### src/npc_pkg.sv
/*
  Shared constants and types of the NAND flash / PC card bank controller.
  Assumes a single 25 MHz system clock and a synchronous active-high reset.
*/
package npc_pkg;

  localparam int ADDR_W      = 18;  // external address lines
  localparam int DATA_W      = 16;  // external data lines
  localparam int ALE_BIT     = 17;  // address latch on this address line
  localparam int CLE_BIT     = 16;  // command latch on this address line
  localparam int CARD_ADDR_W = 11;  // card address on lines 10..0
  localparam int NUM_BANKS   = 3;
  localparam int NUM_PINS    = 6;   // synchronised pin inputs
  localparam int TIMER_W     = 9;

  localparam logic [1:0] SIZE_8       = 2'h0;
  localparam logic [1:0] SIZE_16      = 2'h1;
  localparam logic [1:0] SIZE_32      = 2'h2;
  localparam logic [1:0] SPACE_COMMON = 2'h0;
  localparam logic [1:0] SPACE_ATTR   = 2'h1;
  localparam logic [1:0] SPACE_IO     = 2'h2;
  localparam logic [1:0] BANK_NAND_A  = 2'h0;
  localparam logic [1:0] BANK_NAND_B  = 2'h1;
  localparam logic [1:0] BANK_CARD    = 2'h2;

  // pin positions inside the synchroniser vector
  localparam int PIN_RDY0   = 0;
  localparam int PIN_RDY1   = 1;
  localparam int PIN_STALL  = 2;
  localparam int PIN_IRQ    = 3;
  localparam int PIN_DETECT = 4;
  localparam int PIN_IOS16  = 5;

  localparam logic [NUM_PINS-1:0] PIN_RESET   = 6'h00;
  localparam logic [7:0]          HOLD_MIN    = 8'h01;
  localparam logic [31:0]         RDATA_RESET = 32'h0000_0000;

  typedef struct packed {
    logic [7:0] bus_float;  // 0..255 cycles data bus float after write start
    logic [7:0] hold;       // 1..255 cycles address/data hold
    logic [7:0] strobe;     // value+1 = 1..256 cycles command strobe
    logic [7:0] setup;      // value+1 = 1..256 cycles address setup
  } npc_timing_t;

  typedef struct packed {
    logic enable;
    logic width16;          // nand banks only; the card bank is always 16-bit
  } npc_bank_ctl_t;

  typedef struct packed {
    logic [1:0]        bank;
    logic [1:0]        space;
    logic              write;
    logic [1:0]        size;
    logic [ADDR_W-1:0] addr;
    logic [31:0]       wdata;
  } npc_req_t;

  typedef struct packed {
    logic        error;
    logic [31:0] rdata;
  } npc_rsp_t;

  typedef enum logic [4:0] {
    ST_IDLE    = 5'b00001,
    ST_SETUP   = 5'b00010,
    ST_STROBE  = 5'b00100,
    ST_HOLD    = 5'b01000,
    ST_RDYWAIT = 5'b10000
  } npc_state_t;

endpackage : npc_pkg

### src/npc_controller.sv
/*
  Bank controller for two NAND flash banks and one 16-bit PC card bank.
  Assumes requests from a system-bus front end on the same clock and
  external pins that the wrapper resolves from the data output enable.
*/
`timescale 1ns/1ps
module npc_controller
  import npc_pkg::*;
(
  input  wire logic                                  CLK,                 // system clock, 25 MHz
  input  wire logic                                  RST,                 // synchronous reset
  input  wire npc_pkg::npc_bank_ctl_t [NUM_BANKS-1:0] BANK_CTL,           // per-bank enable and width
  input  wire npc_pkg::npc_timing_t   [NUM_BANKS-1:0] COMMON_TIMING,      // common space timing
  input  wire npc_pkg::npc_timing_t   [NUM_BANKS-1:0] ATTRIBUTE_TIMING,   // attribute space timing
  input  wire npc_pkg::npc_timing_t                  IO_TIMING,           // card io space timing
  input  wire logic                                  REQ_VALID,           // request offered
  output logic                                       REQ_READY,           // request taken when both high
  input  wire npc_pkg::npc_req_t                     REQ,                 // request fields
  output logic                                       RSP_VALID,           // one-cycle answer pulse
  output npc_pkg::npc_rsp_t                          RSP,                 // answer fields
  output logic                                       BUSY,                // transaction in progress
  output logic [1:0]                                 NAND_CHIP_SELECT_N,  // nand bank chip selects
  output logic                                       READ_STROBE_N,       // read strobe
  output logic                                       WRITE_STROBE_N,      // write strobe
  output logic                                       IO_READ_STROBE_N,    // card io read strobe
  output logic                                       IO_WRITE_STROBE_N,   // card io write strobe
  output logic                                       SPACE_SELECT_N,      // high common, low attr/io
  output logic [1:0]                                 CARD_BYTE_SELECT_N,  // card byte selects
  output logic [ADDR_W-1:0]                          MEM_ADDR,            // address lines
  output logic [DATA_W-1:0]                          MEM_DATA_OUT,        // data bus output
  output logic                                       MEM_DATA_OE,         // high while driving data bus
  input  wire logic [DATA_W-1:0]                     MEM_DATA_IN,         // data bus input
  input  wire logic [1:0]                            NAND_READY_BUSY_IN,  // high ready, low busy
  input  wire logic                                  CARD_STALL_IN,       // high stretches the strobe
  input  wire logic                                  CARD_INTERRUPT_IN,   // card interrupt pin
  input  wire logic                                  CARD_DETECT_IN,      // high when card present
  input  wire logic                                  IO_WIDTH16_IN,       // card io 16-bit pin
  output logic [1:0]                                 NAND_READY,          // filtered ready per bank
  output logic                                       CARD_PRESENT,        // filtered card detect
  output logic                                       CARD_IRQ,            // filtered card interrupt
  output logic                                       IO_WIDTH16           // filtered io width pin
);
  import npc_pkg::*;

  // beats minus one for a transfer size on a device width
  function automatic logic [1:0] last_beat(input logic [1:0] size, input logic w16);
    if (w16) begin
      last_beat = (size == SIZE_32) ? 2'h1 : 2'h0;
    end else begin
      last_beat = (size == SIZE_32) ? 2'h3 : ((size == SIZE_16) ? 2'h1 : 2'h0);
    end
  endfunction : last_beat

  // ---- pin synchronisers: three stages, change counts when 2nd and 3rd agree
  logic [NUM_PINS-1:0] s1_q, s2_q, s3_q, pin_q;
  logic [NUM_PINS-1:0] s1_d, s2_d, s3_d, pin_d;
  logic [NUM_PINS-1:0] pins_raw;

  assign pins_raw = {IO_WIDTH16_IN, CARD_DETECT_IN, CARD_INTERRUPT_IN, CARD_STALL_IN, NAND_READY_BUSY_IN};

  always_comb begin
    s1_d  = pins_raw;
    s2_d  = s1_q;
    s3_d  = s2_q;
    pin_d = (pin_q & (s2_q ^ s3_q)) | (s3_q & ~(s2_q ^ s3_q));
  end

  always_ff @(posedge CLK) begin
    if (RST) begin
      s1_q  <= PIN_RESET;
      s2_q  <= PIN_RESET;
      s3_q  <= PIN_RESET;
      pin_q <= PIN_RESET;
    end else begin
      s1_q  <= s1_d;
      s2_q  <= s2_d;
      s3_q  <= s3_d;
      pin_q <= pin_d;
    end
  end

  assign NAND_READY   = pin_q[PIN_RDY1:PIN_RDY0];
  assign CARD_PRESENT = pin_q[PIN_DETECT];
  assign CARD_IRQ     = pin_q[PIN_IRQ];
  assign IO_WIDTH16   = pin_q[PIN_IOS16];

  // ---- access sequencer
  npc_state_t         state_q, state_d;
  npc_req_t           req_q, req_d;
  npc_timing_t        tset_q, tset_d;
  logic [1:0]         beat_q, beat_d;
  logic [1:0]         last_q, last_d;
  logic               w16_q, w16_d;
  logic               prewait_q, prewait_d;
  logic [1:0]         addr_seen_q, addr_seen_d;
  logic [31:0]        rdata_q, rdata_d;
  logic               rsp_valid_q, rsp_valid_d;
  logic               rsp_err_q, rsp_err_d;
  logic [ADDR_W-1:0]  addr_q, addr_d;
  logic [DATA_W-1:0]  dout_q, dout_d;
  logic               ph_load, fl_load;
  logic [TIMER_W-1:0] ph_value;
  logic               ph_done, fl_done;

  npc_phase_timer #(.WIDTH(TIMER_W)) u_phase (
    .clk   (CLK),
    .rst   (RST),
    .load  (ph_load),
    .value (ph_value),
    .done  (ph_done)
  );

  npc_phase_timer #(.WIDTH(TIMER_W)) u_float (
    .clk   (CLK),
    .rst   (RST),
    .load  (fl_load),
    .value ({1'b0, tset_d.bus_float}),
    .done  (fl_done)
  );

  logic              is_card, is_nand_q, stall, nand_rdy, refuse, w16_in, use_attr;
  logic [ADDR_W-1:0] beat_addr;
  logic [DATA_W-1:0] beat_wdata;
  logic [DATA_W-1:0] rd_half;

  assign is_card   = (req_q.bank == BANK_CARD);
  assign is_nand_q = !is_card;
  assign stall     = is_card && pin_q[PIN_STALL];
  assign nand_rdy  = pin_q[PIN_RDY0 + int'(req_q.bank[0])];

  always_comb begin
    state_d     = state_q;
    req_d       = req_q;
    tset_d      = tset_q;
    beat_d      = beat_q;
    last_d      = last_q;
    w16_d       = w16_q;
    prewait_d   = prewait_q;
    addr_seen_d = addr_seen_q;
    rdata_d     = rdata_q;
    rsp_valid_d = 1'b0;
    rsp_err_d   = rsp_err_q;
    ph_load     = 1'b0;
    fl_load     = 1'b0;
    ph_value    = {1'b0, tset_q.setup};
    w16_in      = (REQ.bank == BANK_CARD) || BANK_CTL[REQ.bank].width16;
    refuse      = (REQ.bank == 2'h3) || !BANK_CTL[REQ.bank].enable || (REQ.size == 2'h3) ||
                  ((REQ.bank == BANK_CARD) && !pin_q[PIN_DETECT]) ||
                  (w16_in && REQ.write && (REQ.size == SIZE_8));
    use_attr    = (REQ.bank != BANK_CARD) && REQ.write && REQ.addr[CLE_BIT] &&
                  addr_seen_q[REQ.bank[0]];
    rd_half     = (!w16_q || (req_q.size != SIZE_8) || !req_q.addr[0]) ? MEM_DATA_IN :
                  {8'h00, MEM_DATA_IN[15:8]};
    unique case (state_q)
      ST_IDLE: begin
        if (REQ_VALID) begin
          if (refuse) begin
            rsp_valid_d = 1'b1;
            rsp_err_d   = 1'b1;
          end else begin
            req_d     = REQ;
            w16_d     = w16_in;
            beat_d    = 2'h0;
            last_d    = last_beat(REQ.size, w16_in);
            rdata_d   = RDATA_RESET;
            rsp_err_d = 1'b0;
            prewait_d = use_attr || ((REQ.bank != BANK_CARD) && (REQ.space == SPACE_ATTR));
            if ((REQ.bank == BANK_CARD) && (REQ.space == SPACE_IO)) begin
              tset_d = IO_TIMING;
            end else if ((REQ.space == SPACE_ATTR) || use_attr) begin
              tset_d = ATTRIBUTE_TIMING[REQ.bank];
            end else begin
              tset_d = COMMON_TIMING[REQ.bank];
            end
            ph_load  = 1'b1;
            ph_value = {1'b0, tset_d.setup};
            fl_load  = 1'b1;
            state_d  = ST_SETUP;
          end
        end
      end
      ST_SETUP: begin
        // a nand read does not strobe until the memory is ready
        if (ph_done && (is_card || req_q.write || nand_rdy)) begin
          ph_load  = 1'b1;
          ph_value = {1'b0, tset_q.strobe};
          state_d  = ST_STROBE;
        end
      end
      ST_STROBE: begin
        if (ph_done && !stall) begin
          if (!req_q.write) begin
            if (w16_q) begin
              rdata_d[16*beat_q +: 16] = rd_half;
            end else begin
              rdata_d[8*beat_q +: 8] = MEM_DATA_IN[7:0];
            end
          end
          ph_load  = 1'b1;
          ph_value = {1'b0, ((tset_q.hold < HOLD_MIN) ? HOLD_MIN : tset_q.hold) - HOLD_MIN};
          state_d  = ST_HOLD;
        end
      end
      ST_HOLD: begin
        if (ph_done) begin
          if (is_nand_q && req_q.write) begin
            if (req_q.addr[ALE_BIT]) begin
              addr_seen_d[req_q.bank[0]] = 1'b1;
            end else if (req_q.addr[CLE_BIT]) begin
              addr_seen_d[req_q.bank[0]] = 1'b0;
            end
          end
          if (beat_q != last_q) begin
            beat_d   = beat_q + 2'h1;
            ph_load  = 1'b1;
            ph_value = {1'b0, tset_q.setup};
            fl_load  = 1'b1;
            state_d  = ST_SETUP;
          end else if (is_nand_q && prewait_q) begin
            state_d = ST_RDYWAIT;
          end else begin
            rsp_valid_d = 1'b1;
            state_d     = ST_IDLE;
          end
        end
      end
      ST_RDYWAIT: begin
        if (nand_rdy) begin
          rsp_valid_d = 1'b1;
          state_d     = ST_IDLE;
        end
      end
    endcase
    // taken from next-state values so the first beat carries the new request
    beat_addr   = req_d.addr + (w16_d ? ADDR_W'({beat_d, 1'b0}) : ADDR_W'(beat_d));
    beat_wdata  = w16_d ? req_d.wdata[16*beat_d +: 16] : {8'h00, req_d.wdata[8*beat_d +: 8]};
    addr_d = addr_q;
    dout_d = dout_q;
    if (state_d == ST_SETUP) begin
      addr_d = beat_addr;
      dout_d = beat_wdata;
    end
    if (state_d == ST_IDLE) begin
      addr_d = '0;
      dout_d = '0;
    end
  end

  always_ff @(posedge CLK) begin
    if (RST) begin
      state_q     <= ST_IDLE;
      req_q       <= '0;
      tset_q      <= '0;
      beat_q      <= 2'h0;
      last_q      <= 2'h0;
      w16_q       <= 1'b0;
      prewait_q   <= 1'b0;
      addr_seen_q <= 2'h0;
      rdata_q     <= RDATA_RESET;
      rsp_valid_q <= 1'b0;
      rsp_err_q   <= 1'b0;
      addr_q      <= '0;
      dout_q      <= '0;
    end else begin
      state_q     <= state_d;
      req_q       <= req_d;
      tset_q      <= tset_d;
      beat_q      <= beat_d;
      last_q      <= last_d;
      w16_q       <= w16_d;
      prewait_q   <= prewait_d;
      addr_seen_q <= addr_seen_d;
      rdata_q     <= rdata_d;
      rsp_valid_q <= rsp_valid_d;
      rsp_err_q   <= rsp_err_d;
      addr_q      <= addr_d;
      dout_q      <= dout_d;
    end
  end

  // ---- pin decode from registered state
  logic active, strobing, io_acc, card_act;

  assign active   = (state_q != ST_IDLE);
  assign strobing = (state_q == ST_STROBE);
  assign card_act = active && is_card;
  assign io_acc   = card_act && (req_q.space == SPACE_IO);

  assign REQ_READY          = (state_q == ST_IDLE);
  assign RSP_VALID          = rsp_valid_q;
  assign RSP                = '{error: rsp_err_q, rdata: rdata_q};
  assign BUSY               = active;
  assign NAND_CHIP_SELECT_N = ~({2{active && is_nand_q}} & {req_q.bank[0], ~req_q.bank[0]});
  assign READ_STROBE_N      = !(strobing && !req_q.write && !io_acc);
  assign WRITE_STROBE_N     = !(strobing && req_q.write && !io_acc);
  assign IO_READ_STROBE_N   = !(strobing && !req_q.write && io_acc);
  assign IO_WRITE_STROBE_N  = !(strobing && req_q.write && io_acc);
  assign SPACE_SELECT_N     = !card_act || (req_q.space == SPACE_COMMON);
  assign CARD_BYTE_SELECT_N = !card_act ? 2'b11 : ((req_q.size == SIZE_8) ? 2'b10 : 2'b00);
  assign MEM_ADDR           = addr_q;
  assign MEM_DATA_OUT       = dout_q;
  assign MEM_DATA_OE        = active && (state_q != ST_RDYWAIT) && req_q.write && fl_done;
endmodule : npc_controller

### src/npc_phase_timer.sv
/*
  Down counter that times one access phase.
  Assumes the caller loads it on entry to a phase and watches done.
*/
`timescale 1ns/1ps
module npc_phase_timer #(
  parameter int WIDTH = 9
) (
  input  wire logic             clk,    // system clock
  input  wire logic             rst,    // synchronous reset
  input  wire logic             load,   // start a new count
  input  wire logic [WIDTH-1:0] value,  // cycles minus one
  output logic                  done    // count has reached zero
);
  logic [WIDTH-1:0] cnt_q;
  logic [WIDTH-1:0] cnt_d;

  always_comb begin
    cnt_d = cnt_q;
    if (load) begin
      cnt_d = value;
    end else if (cnt_q != '0) begin
      cnt_d = cnt_q - WIDTH'(1);
    end
  end

  always_ff @(posedge clk) begin
    if (rst) begin
      cnt_q <= '0;
    end else begin
      cnt_q <= cnt_d;
    end
  end

  assign done = (cnt_q == '0);
endmodule : npc_phase_timer

### config.mk
export PLATFORM = sky130hd
export DESIGN_NAME = npc_controller
export DESIGN_NICKNAME = d
export VERILOG_FILES = /design/src/npc_pkg.sv /design/src/npc_controller.sv /design/src/npc_phase_timer.sv
export SDC_FILE = /design/constraint.sdc
export NUM_CORES = 1
export LEC_CHECK = 0
export BUFFER_PORTS_ARGS = -buffer_cell sky130_fd_sc_hd__buf_2
export CORE_MARGIN = 5
export CORE_UTILIZATION = 26
export CTS_CLUSTER_SIZE = 8
export DETAILED_ROUTE_END_ITERATION = 10
export SLEW_MARGIN = 10
export SYNTH_ARGS = -nofsm -noshare
export SYNTH_HDL_FRONTEND = slang
export SYNTH_SLANG_ARGS = --single-unit
### constraint.sdc
create_clock -name CLK -period 3.6 [get_ports CLK]
set_input_delay 0.18 -clock CLK [delete_from_list [all_inputs] [get_ports CLK]]
set_output_delay 0.18 -clock CLK [all_outputs]
set_load 0.005 [all_outputs]
==> impl_metrics.toml, run 1 <==
[status]
status = "finished, violations left"
violations = "setup timing"

[synthesis]
synth_top_area_share = 0.361
synth_most_common_cell = "nand2_1"
avgSynthCellArea_um2 = 8.41
synth_nets = 1727
synth.distinct_cells = 78
synth_area_leaders = "dfxtp_1, nand2_1, mux2i_1"
synth-seq-cells = 212
ys_seq_area_frac = 0.361
synth_common_cells = "nand2_1, dfxtp_1, a21oi_1, nor2_1, mux2i_1"
synth_top_cell_by_area = "dfxtp_1"
synth_flop_cell = "dfxtp_1"
async_flop_share = 0
synthesis.area_um2 = 11800
synthCells = 1399
yosys_warnings = 0
synth-edff-count = 0

[final_layout]
fin_nets = 2204
utilization = 0.363
final_cells = 2480
nFillCells = 4623
area_delta_synth_final_pct = 39.3
drive_gt1_frac = 0.313

[timing]
max_freq_mhz = 278
period_needed_ps = 3600
rsz0062_at_grt = "true"
hold_viol_final = 0
worst_slack_ps = -2.18
slew_violations = 0
finClkSkew_ps = 16.0
finalCritPeriodShare = 1.00
slew_headroom = 0.277
setup_viol = 2
tightest_slew_ps = 1080

[power_and_ir_drop]
powerDensity_nw_per_um2 = 418
finalPower_w = 0.00685
p_leak_nw = 6.75
vdd_ir_drop_max_mv = 0.321

[place]
hpwl_um = 34200
io_buffers = 395
dp_slack_ps = -102
place_inst = 2358
place.gp.congestion = 0.934

[grt]
grt_pass1_wl_um = 70100
antenna_found_initial = 4
gr-usage-all-layers = 0.173
grt_max_degree = 93
grt.overflow.total = 0
grt_pass1_vias = 12600

[route]
drt_wl_total_um = 45200
wl_per_cell_um = 18.2
ant_nets = 0
num_vias = 12400
drcViolationCount = 0
dr.pass1.iters = 5
dr.first_iter.drc_count = 815
vias_per_cell = 5.02

[clock_tree]
clkSinkCount = 212
h-tree-depth = 1
clk_pin_slew_ps = 50
root_buffer = "clkbuf_16"
cts_buffers = 30
cts_tree = "done"
cts_buffer_depth = 3
clkLatencyLatePin_ps = 550

[worst_setup_path]
cpLargestDelayFamily = "simple AND/OR/NAND/NOR gates"
cp.required_ps = 4040
crit_arrival_ps = 4040
critPathLaunchType = "flop"
crit_buf_inv = 2
cp-end-kind = "flop"
cpPeakStageDelay_ps = 540
path_cells = "inv_2 -> ha_4 -> or4b_4 -> or4_4 -> a31oi_4 -> o21bai_4 -> nor2_2 -> a21oi_2 -> buf_4 -> fa_2 -> a21oi_2 -> nor2_2 -> mux2i_4 -> or4_1 -> nand3_1 -> a21oi_1"
slowest_stage = "or4_4"
crit_fanout = 7
path_class = "reg -> reg"

[die]
pin_count = 397
fp.coreArea_um2 = 45100
fp-row-count = 78
die_w_um = 223
start_util = 0.261
die_y_um = 223
die_area_um2 = 49600

[flow_run]
drv_cap = 0

[min_path]
hp-class = "in -> reg"
## worst register-to-register path: stages (launching register included)
cell and delay (ps):
dfxtp_2 320, inv_2 70, ha_4 130, or4b_4 460
or4_4 540, a31oi_4 200, o21bai_4 160, nor2_2 50
a21oi_2 190, buf_4 150, fa_2 210, a21oi_2 90
nor2_2 140, mux2i_4 110, or4_1 530, nand3_1 90
a21oi_1 70
## state kept, by name, indices dropped and copies added (netlist names), 2 cells and up, named ones only
register,flops
MEM_ADDR,18
s3_q,6
rdata_q,32
beat_q,2
tset_q,32
state_q,5
req_q,57
s1_q,6
last_q,2
u_phase.cnt_q,9
u_float.cnt_q,9
s2_q,6
MEM_DATA_OUT,16
## per-stage QoR
step                      instance area (um^2)  TNS (ps)  hold WS, ps
after floorplan                          11800     -41.6          308
after global placement                   14700      -139          393
after detailed placement                 14700      -373          394
after CTS                                16300      -484         2.73
after global routing                     16400     -1570         26.9
final                                    16400     -4.29         24.3
## layer usage
metal | GRT usage | wire (um) | up-vias | part of all wire
li1 | - | - | 6038 | -
met1 | 0.237 | 20700 | 5937 | 0.46
met2 | 0.281 | 20900 | 401 | 0.46
met3 | 0.0324 | 2360 | 67 | 0.052
met4 | 0.0453 | 1210 | 4 | 0.027
met5 | 0 | 27 | - | 0.00060
## report_power, final
part | total [W] | internal [W] | switching, W
combinational | 0.00173 | 0.000867 | 0.000863
sequential | 0.00261 | 0.00250 | 0.000110
clock | 0.00251 | 0.00152 | 0.000989
total | 0.00685 | 0.00489 | 0.00196
## area by class of cell
class                   count  area [um^2]  share of cell area
repair buffers            551         3380               0.206
clock buffers              34          797              0.0486
well taps                 600          751              0.0458
inverters                  21         78.8             0.00481
flip-flops and latches    212         4250               0.259
diodes                      2         5.00            0.000305
multi-input cells        1060         7130               0.435
## placed cells by master, fill, tap and decap left out, types with 10 or more instances in the layout
cell | synthesis | routed
buf_2 | 26 | 394
nand2_1 | 214 | 214
dfxtp_1 | 212 | 211
a21oi_1 | 128 | 124
nor2_1 | 109 | 106
dlygate4sd3_1 | 0 | 80
mux2i_1 | 76 | 74
buf_4 | 7 | 74
o21ai_0 | 70 | 70
nor2b_1 | 39 | 39
mux4_2 | 32 | 32
clkbuf_16 | 0 | 31
nor3_1 | 31 | 28
and2_1 | 27 | 27
nand3_1 | 26 | 26
or3_1 | 24 | 24
o221ai_1 | 22 | 22
inv_1 | 21 | 19
a221oi_1 | 18 | 18
a311oi_1 | 15 | 15
a211oi_1 | 14 | 14
xnor2_1 | 13 | 13
ha_1 | 15 | 12
a22o_1 | 10 | 10
o2bb2ai_1 | 10 | 10
## path summary, 6_finish.rpt
kind / startpoint / end / slack (ps) / depth (start not counted)
max: u_phase.cnt_q[0] / MEM_ADDR[14] / -2 / 16
min: IO_TIMING[18] / tset_q[18] / 20 / 3
max reg2reg: u_phase.cnt_q[0] / MEM_ADDR[14] / -2 / 16
min reg2reg: s1_q[0] / s2_q[0] / 430 / 1
## logic make-up after synthesis
kind of cell | synth area share
XOR/XNOR | 0.0164
buffers and inverters | 0.0468
multiplexers | 0.135
adder cells (fa/ha/maj) | 0.0177
AND/OR/NAND/NOR | 0.215
AO/OA/AOI/OAI | 0.209
flip-flops | 0.361
## repair_timing
action	in CTS	in global routing
hold endpoints to repair	80	0
gates cloned	1	0
buffers inserted	4	1
gates resized for setup	10	8
hold buffers	80	0
pin swaps	20	5
endpoints found under the setup margin	9	19
No activity file was read; power rests on OpenSTA's default activity.
==> run 2, diff against run 1 <==
--- a/config.mk
+++ b/config.mk
@@ -7,10 +7,11 @@
 export LEC_CHECK = 0
 export BUFFER_PORTS_ARGS = -buffer_cell sky130_fd_sc_hd__buf_2
 export CORE_MARGIN = 5
-export CORE_UTILIZATION = 26
+export CORE_UTILIZATION = 27
 export CTS_CLUSTER_SIZE = 8
 export DETAILED_ROUTE_END_ITERATION = 10
-export SLEW_MARGIN = 10
+export SLEW_MARGIN = 15
 export SYNTH_ARGS = -nofsm -noshare
 export SYNTH_HDL_FRONTEND = slang
+export SYNTH_HIERARCHICAL = 1
 export SYNTH_SLANG_ARGS = --single-unit
==> run 2 against run 1 <==
The run still ends with setup timing left. Core utilization up 2.4 points. Maximum frequency down 11%. Register-to-register slack worse by 460 ps. Combinational power down 4%. Global-route usage up 0.63 points. Critical path depth up 3. Critical path type unchanged. Sequential power about the same. Highest routed layer is now met4. Via count up 1.1%.
==> impl_metrics.toml, run 2 <==
[final_layout]
register_area_um2 = 4250
final_cells = 2489
nFillCells = 4453
regMostFlops = "req_q"
largest_reg_flops = 57
area_delta_synth_final_pct = 42.9
drive_gt1_frac = 0.347
multi_input_area_um2 = 7450
reg.largest.list = "req_q x57, rdata_q x32, tset_q x32"
utilization = 0.387
layout_common_cells = "buf_2, dfxtp_1, nand2_1, nor2_1, a21oi_1"
mostFrequentLayoutCell = "buf_2"
fin_nets = 2221

[status]
status = "finished, violations left"
violations = "setup timing"

[worst_setup_path]
slowest_stage = "or4b_4"
path_class = "reg -> reg"
cpPeakStageDelay_ps = 520
crit_fanout = 3
r2r_start = "u_phase/cnt_q[1]"
crit_arrival_ps = 4540
path_cells = "inv_2 -> ha_4 -> or4b_4 -> or4b_4 -> inv_4 -> nand3b_1 -> a211oi_2 -> mux2i_1 -> o31ai_4 -> inv_4 -> a21oi_4 -> ha_4 -> a21o_1 -> a21oi_2 -> o21bai_4 -> or2_4 -> or4_4 -> nand3_2 -> a21oi_1"
cp-end-kind = "flop"
critPathLaunchType = "flop"
cp.required_ps = 4080
crit_start = "u_phase/cnt_q[1]"

[synthesis]
synthCells = 1397
synth_top_cell_by_area = "dfxtp_1"
synth_flop_cell = "dfxtp_1"
synthesis.area_um2 = 11900
synth_top_area_share = 0.357
synth.distinct_cells = 62
synth-edff-count = 0
synth_area_leaders = "dfxtp_1, mux2i_1, nand2_1"
synth-seq-cells = 212
yosys_warnings = 6
synth_most_common_cell = "dfxtp_1"
async_flop_share = 0
synth_common_cells = "dfxtp_1, nand2_1, nor2_1, a21oi_1, mux2i_1"
avgSynthCellArea_um2 = 8.52
ys_seq_area_frac = 0.357

[timing]
slew_violations = 0
worst_slack_ps = -462
finalCritPeriodShare = 1.13
finClkSkew_ps = 51.4
max_freq_mhz = 246
slew_headroom = 0.489
rsz0062_at_grt = "true"
tightest_slew_ps = 766
period_needed_ps = 4060
hold_viol_final = 0
setup_viol = 14

[clock_tree]
cts_buffer_depth = 3
h-tree-depth = 1
cts_tree = "done"
clk_pin_slew_ps = 50
clkSinkCount = 212
root_buffer = "clkbuf_16"
clkLatencyLatePin_ps = 590
cts_buffers = 30

[place]
place_inst = 2354
place.gp.congestion = 0.891
io_buffers = 395
dp_slack_ps = -594
hpwl_um = 34400

[die]
start_util = 0.271
die_area_um2 = 48400
fp-row-count = 77
die_w_um = 220
die_y_um = 220
fp.coreArea_um2 = 43900
pin_count = 397

[route]
ant_nets = 0
dr.first_iter.drc_count = 891
drt_wl_total_um = 46200
wl_per_cell_um = 18.6
vias_per_cell = 5.06
num_vias = 12600
drcViolationCount = 0
dr.pass1.iters = 7

[grt]
grt_pass1_vias = 12400
grt_util_met1 = 0.253
grt_max_degree = 93
top_usage_layer = "met2"
gr-usage-all-layers = 0.180
use_met3 = 0.0401
grt_pass1_wl_um = 69700
antenna_found_initial = 2
grt_use_met2 = 0.282
grt.overflow.total = 0

[power_and_ir_drop]
powerDensity_nw_per_um2 = 399
p_seq_frac = 0.383
p_leak_nw = 7.14
combinationalPowerShare = 0.245
power.share.clock = 0.372
intPower_w = 0.00483
switching_share = 0.288
finalPower_w = 0.00678
vdd_ir_drop_max_mv = 0.259
p_switching_w = 0.00195

[flow_run]
drv_cap = 0

[min_path]
hp-class = "in -> reg"
min_from = "MEM_DATA_IN[15]"
run 2: cell types whose count changed after synthesis, sizes merged, moves of 22 or more:
cell	previous run	this run
a221oi	18	51
o21ai	74	39
nor3	31	60
and2	27	3
mux2	9	38
o221ai	22	0
nor2	109	131
run 2: power by group through the flow:
stage	Combinational [W]	Sequential, W	Clock, W
floorplan	0.000993	0.00263	0
global placement	0.00154	0.00263	0
detailed placement	0.00155	0.00264	0
CTS	0.00164	0.00259	0.00262
global route	0.00183	0.00261	0.00272
finish	0.00166	0.00259	0.00252
run 2: per-stage QoR:
step | TNS [ps] | hold slack [ps] | area (um^2)
floorplan | -6880 | 308 | 12000
global placement | -4750 | 389 | 14900
global route | -6700 | 17.6 | 17000
CTS | -3400 | 2.16 | 16700
finish | -3980 | 31.5 | 17000
detailed placement | -6000 | 392 | 14900
run 2: path summary, 6_finish.rpt:
kind	endpoint	slack [ps]	cells after the start
setup reg to reg	MEM_ADDR[17]	-460	19
hold reg to reg	s2_q[3]	430	1
hold / removal	rdata_q[15]	30	3
setup / recovery	MEM_ADDR[17]	-460	19
run 2: critical path, delay by kind of cell (launching register included):
family                     cells  cell delay, ps
AOI/OAI and AO/OA              7             850
adders and majority gates      2             390
buffers and inverters          3             230
DFF                            1             320
muxes                          1             320
and+or+nand+nor                6            1830
run 2: logic make-up after synthesis:
logic type                 after synthesis  share of synthesized area
AOI/OAI and AO/OA                      298                      0.169
xor gates and xnor gates                29                     0.0213
adders and majority gates               15                     0.0164
buffers and inverters                  130                     0.0470
DFF                                    212                      0.357
muxes                                  151                      0.165
other                                    1                   0.000315
and+or+nand+nor                        561                      0.225
run 2: final cells by class:
class,count,share of cell area
sequential,212,0.250
antenna,1,0.000147
tap,592,0.0435
multi-input combinational,1056,0.438
clock buffer,33,0.0454
clock inverter,1,0.00177
inverter,21,0.00493
timing repair buffer,573,0.216
run 2: what timing repair did:
action                                 CTS  global route
endpoints found under the hold margin   97             0
pin swaps                               12            26
setup endpoints to repair               21            55
hold buffers                            86             0
gates cloned                             0             2
buffers inserted                         4            13
resized for setup                       17            39
run 2: metal layers:
| metal | share of wire | routed length [um] |
|---|---|---|
| met1 | 0.45 | 20800 |
| met2 | 0.46 | 21100 |
| met3 | 0.072 | 3340 |
| met4 | 0.021 | 982 |
| met5 | 0 | 0 |
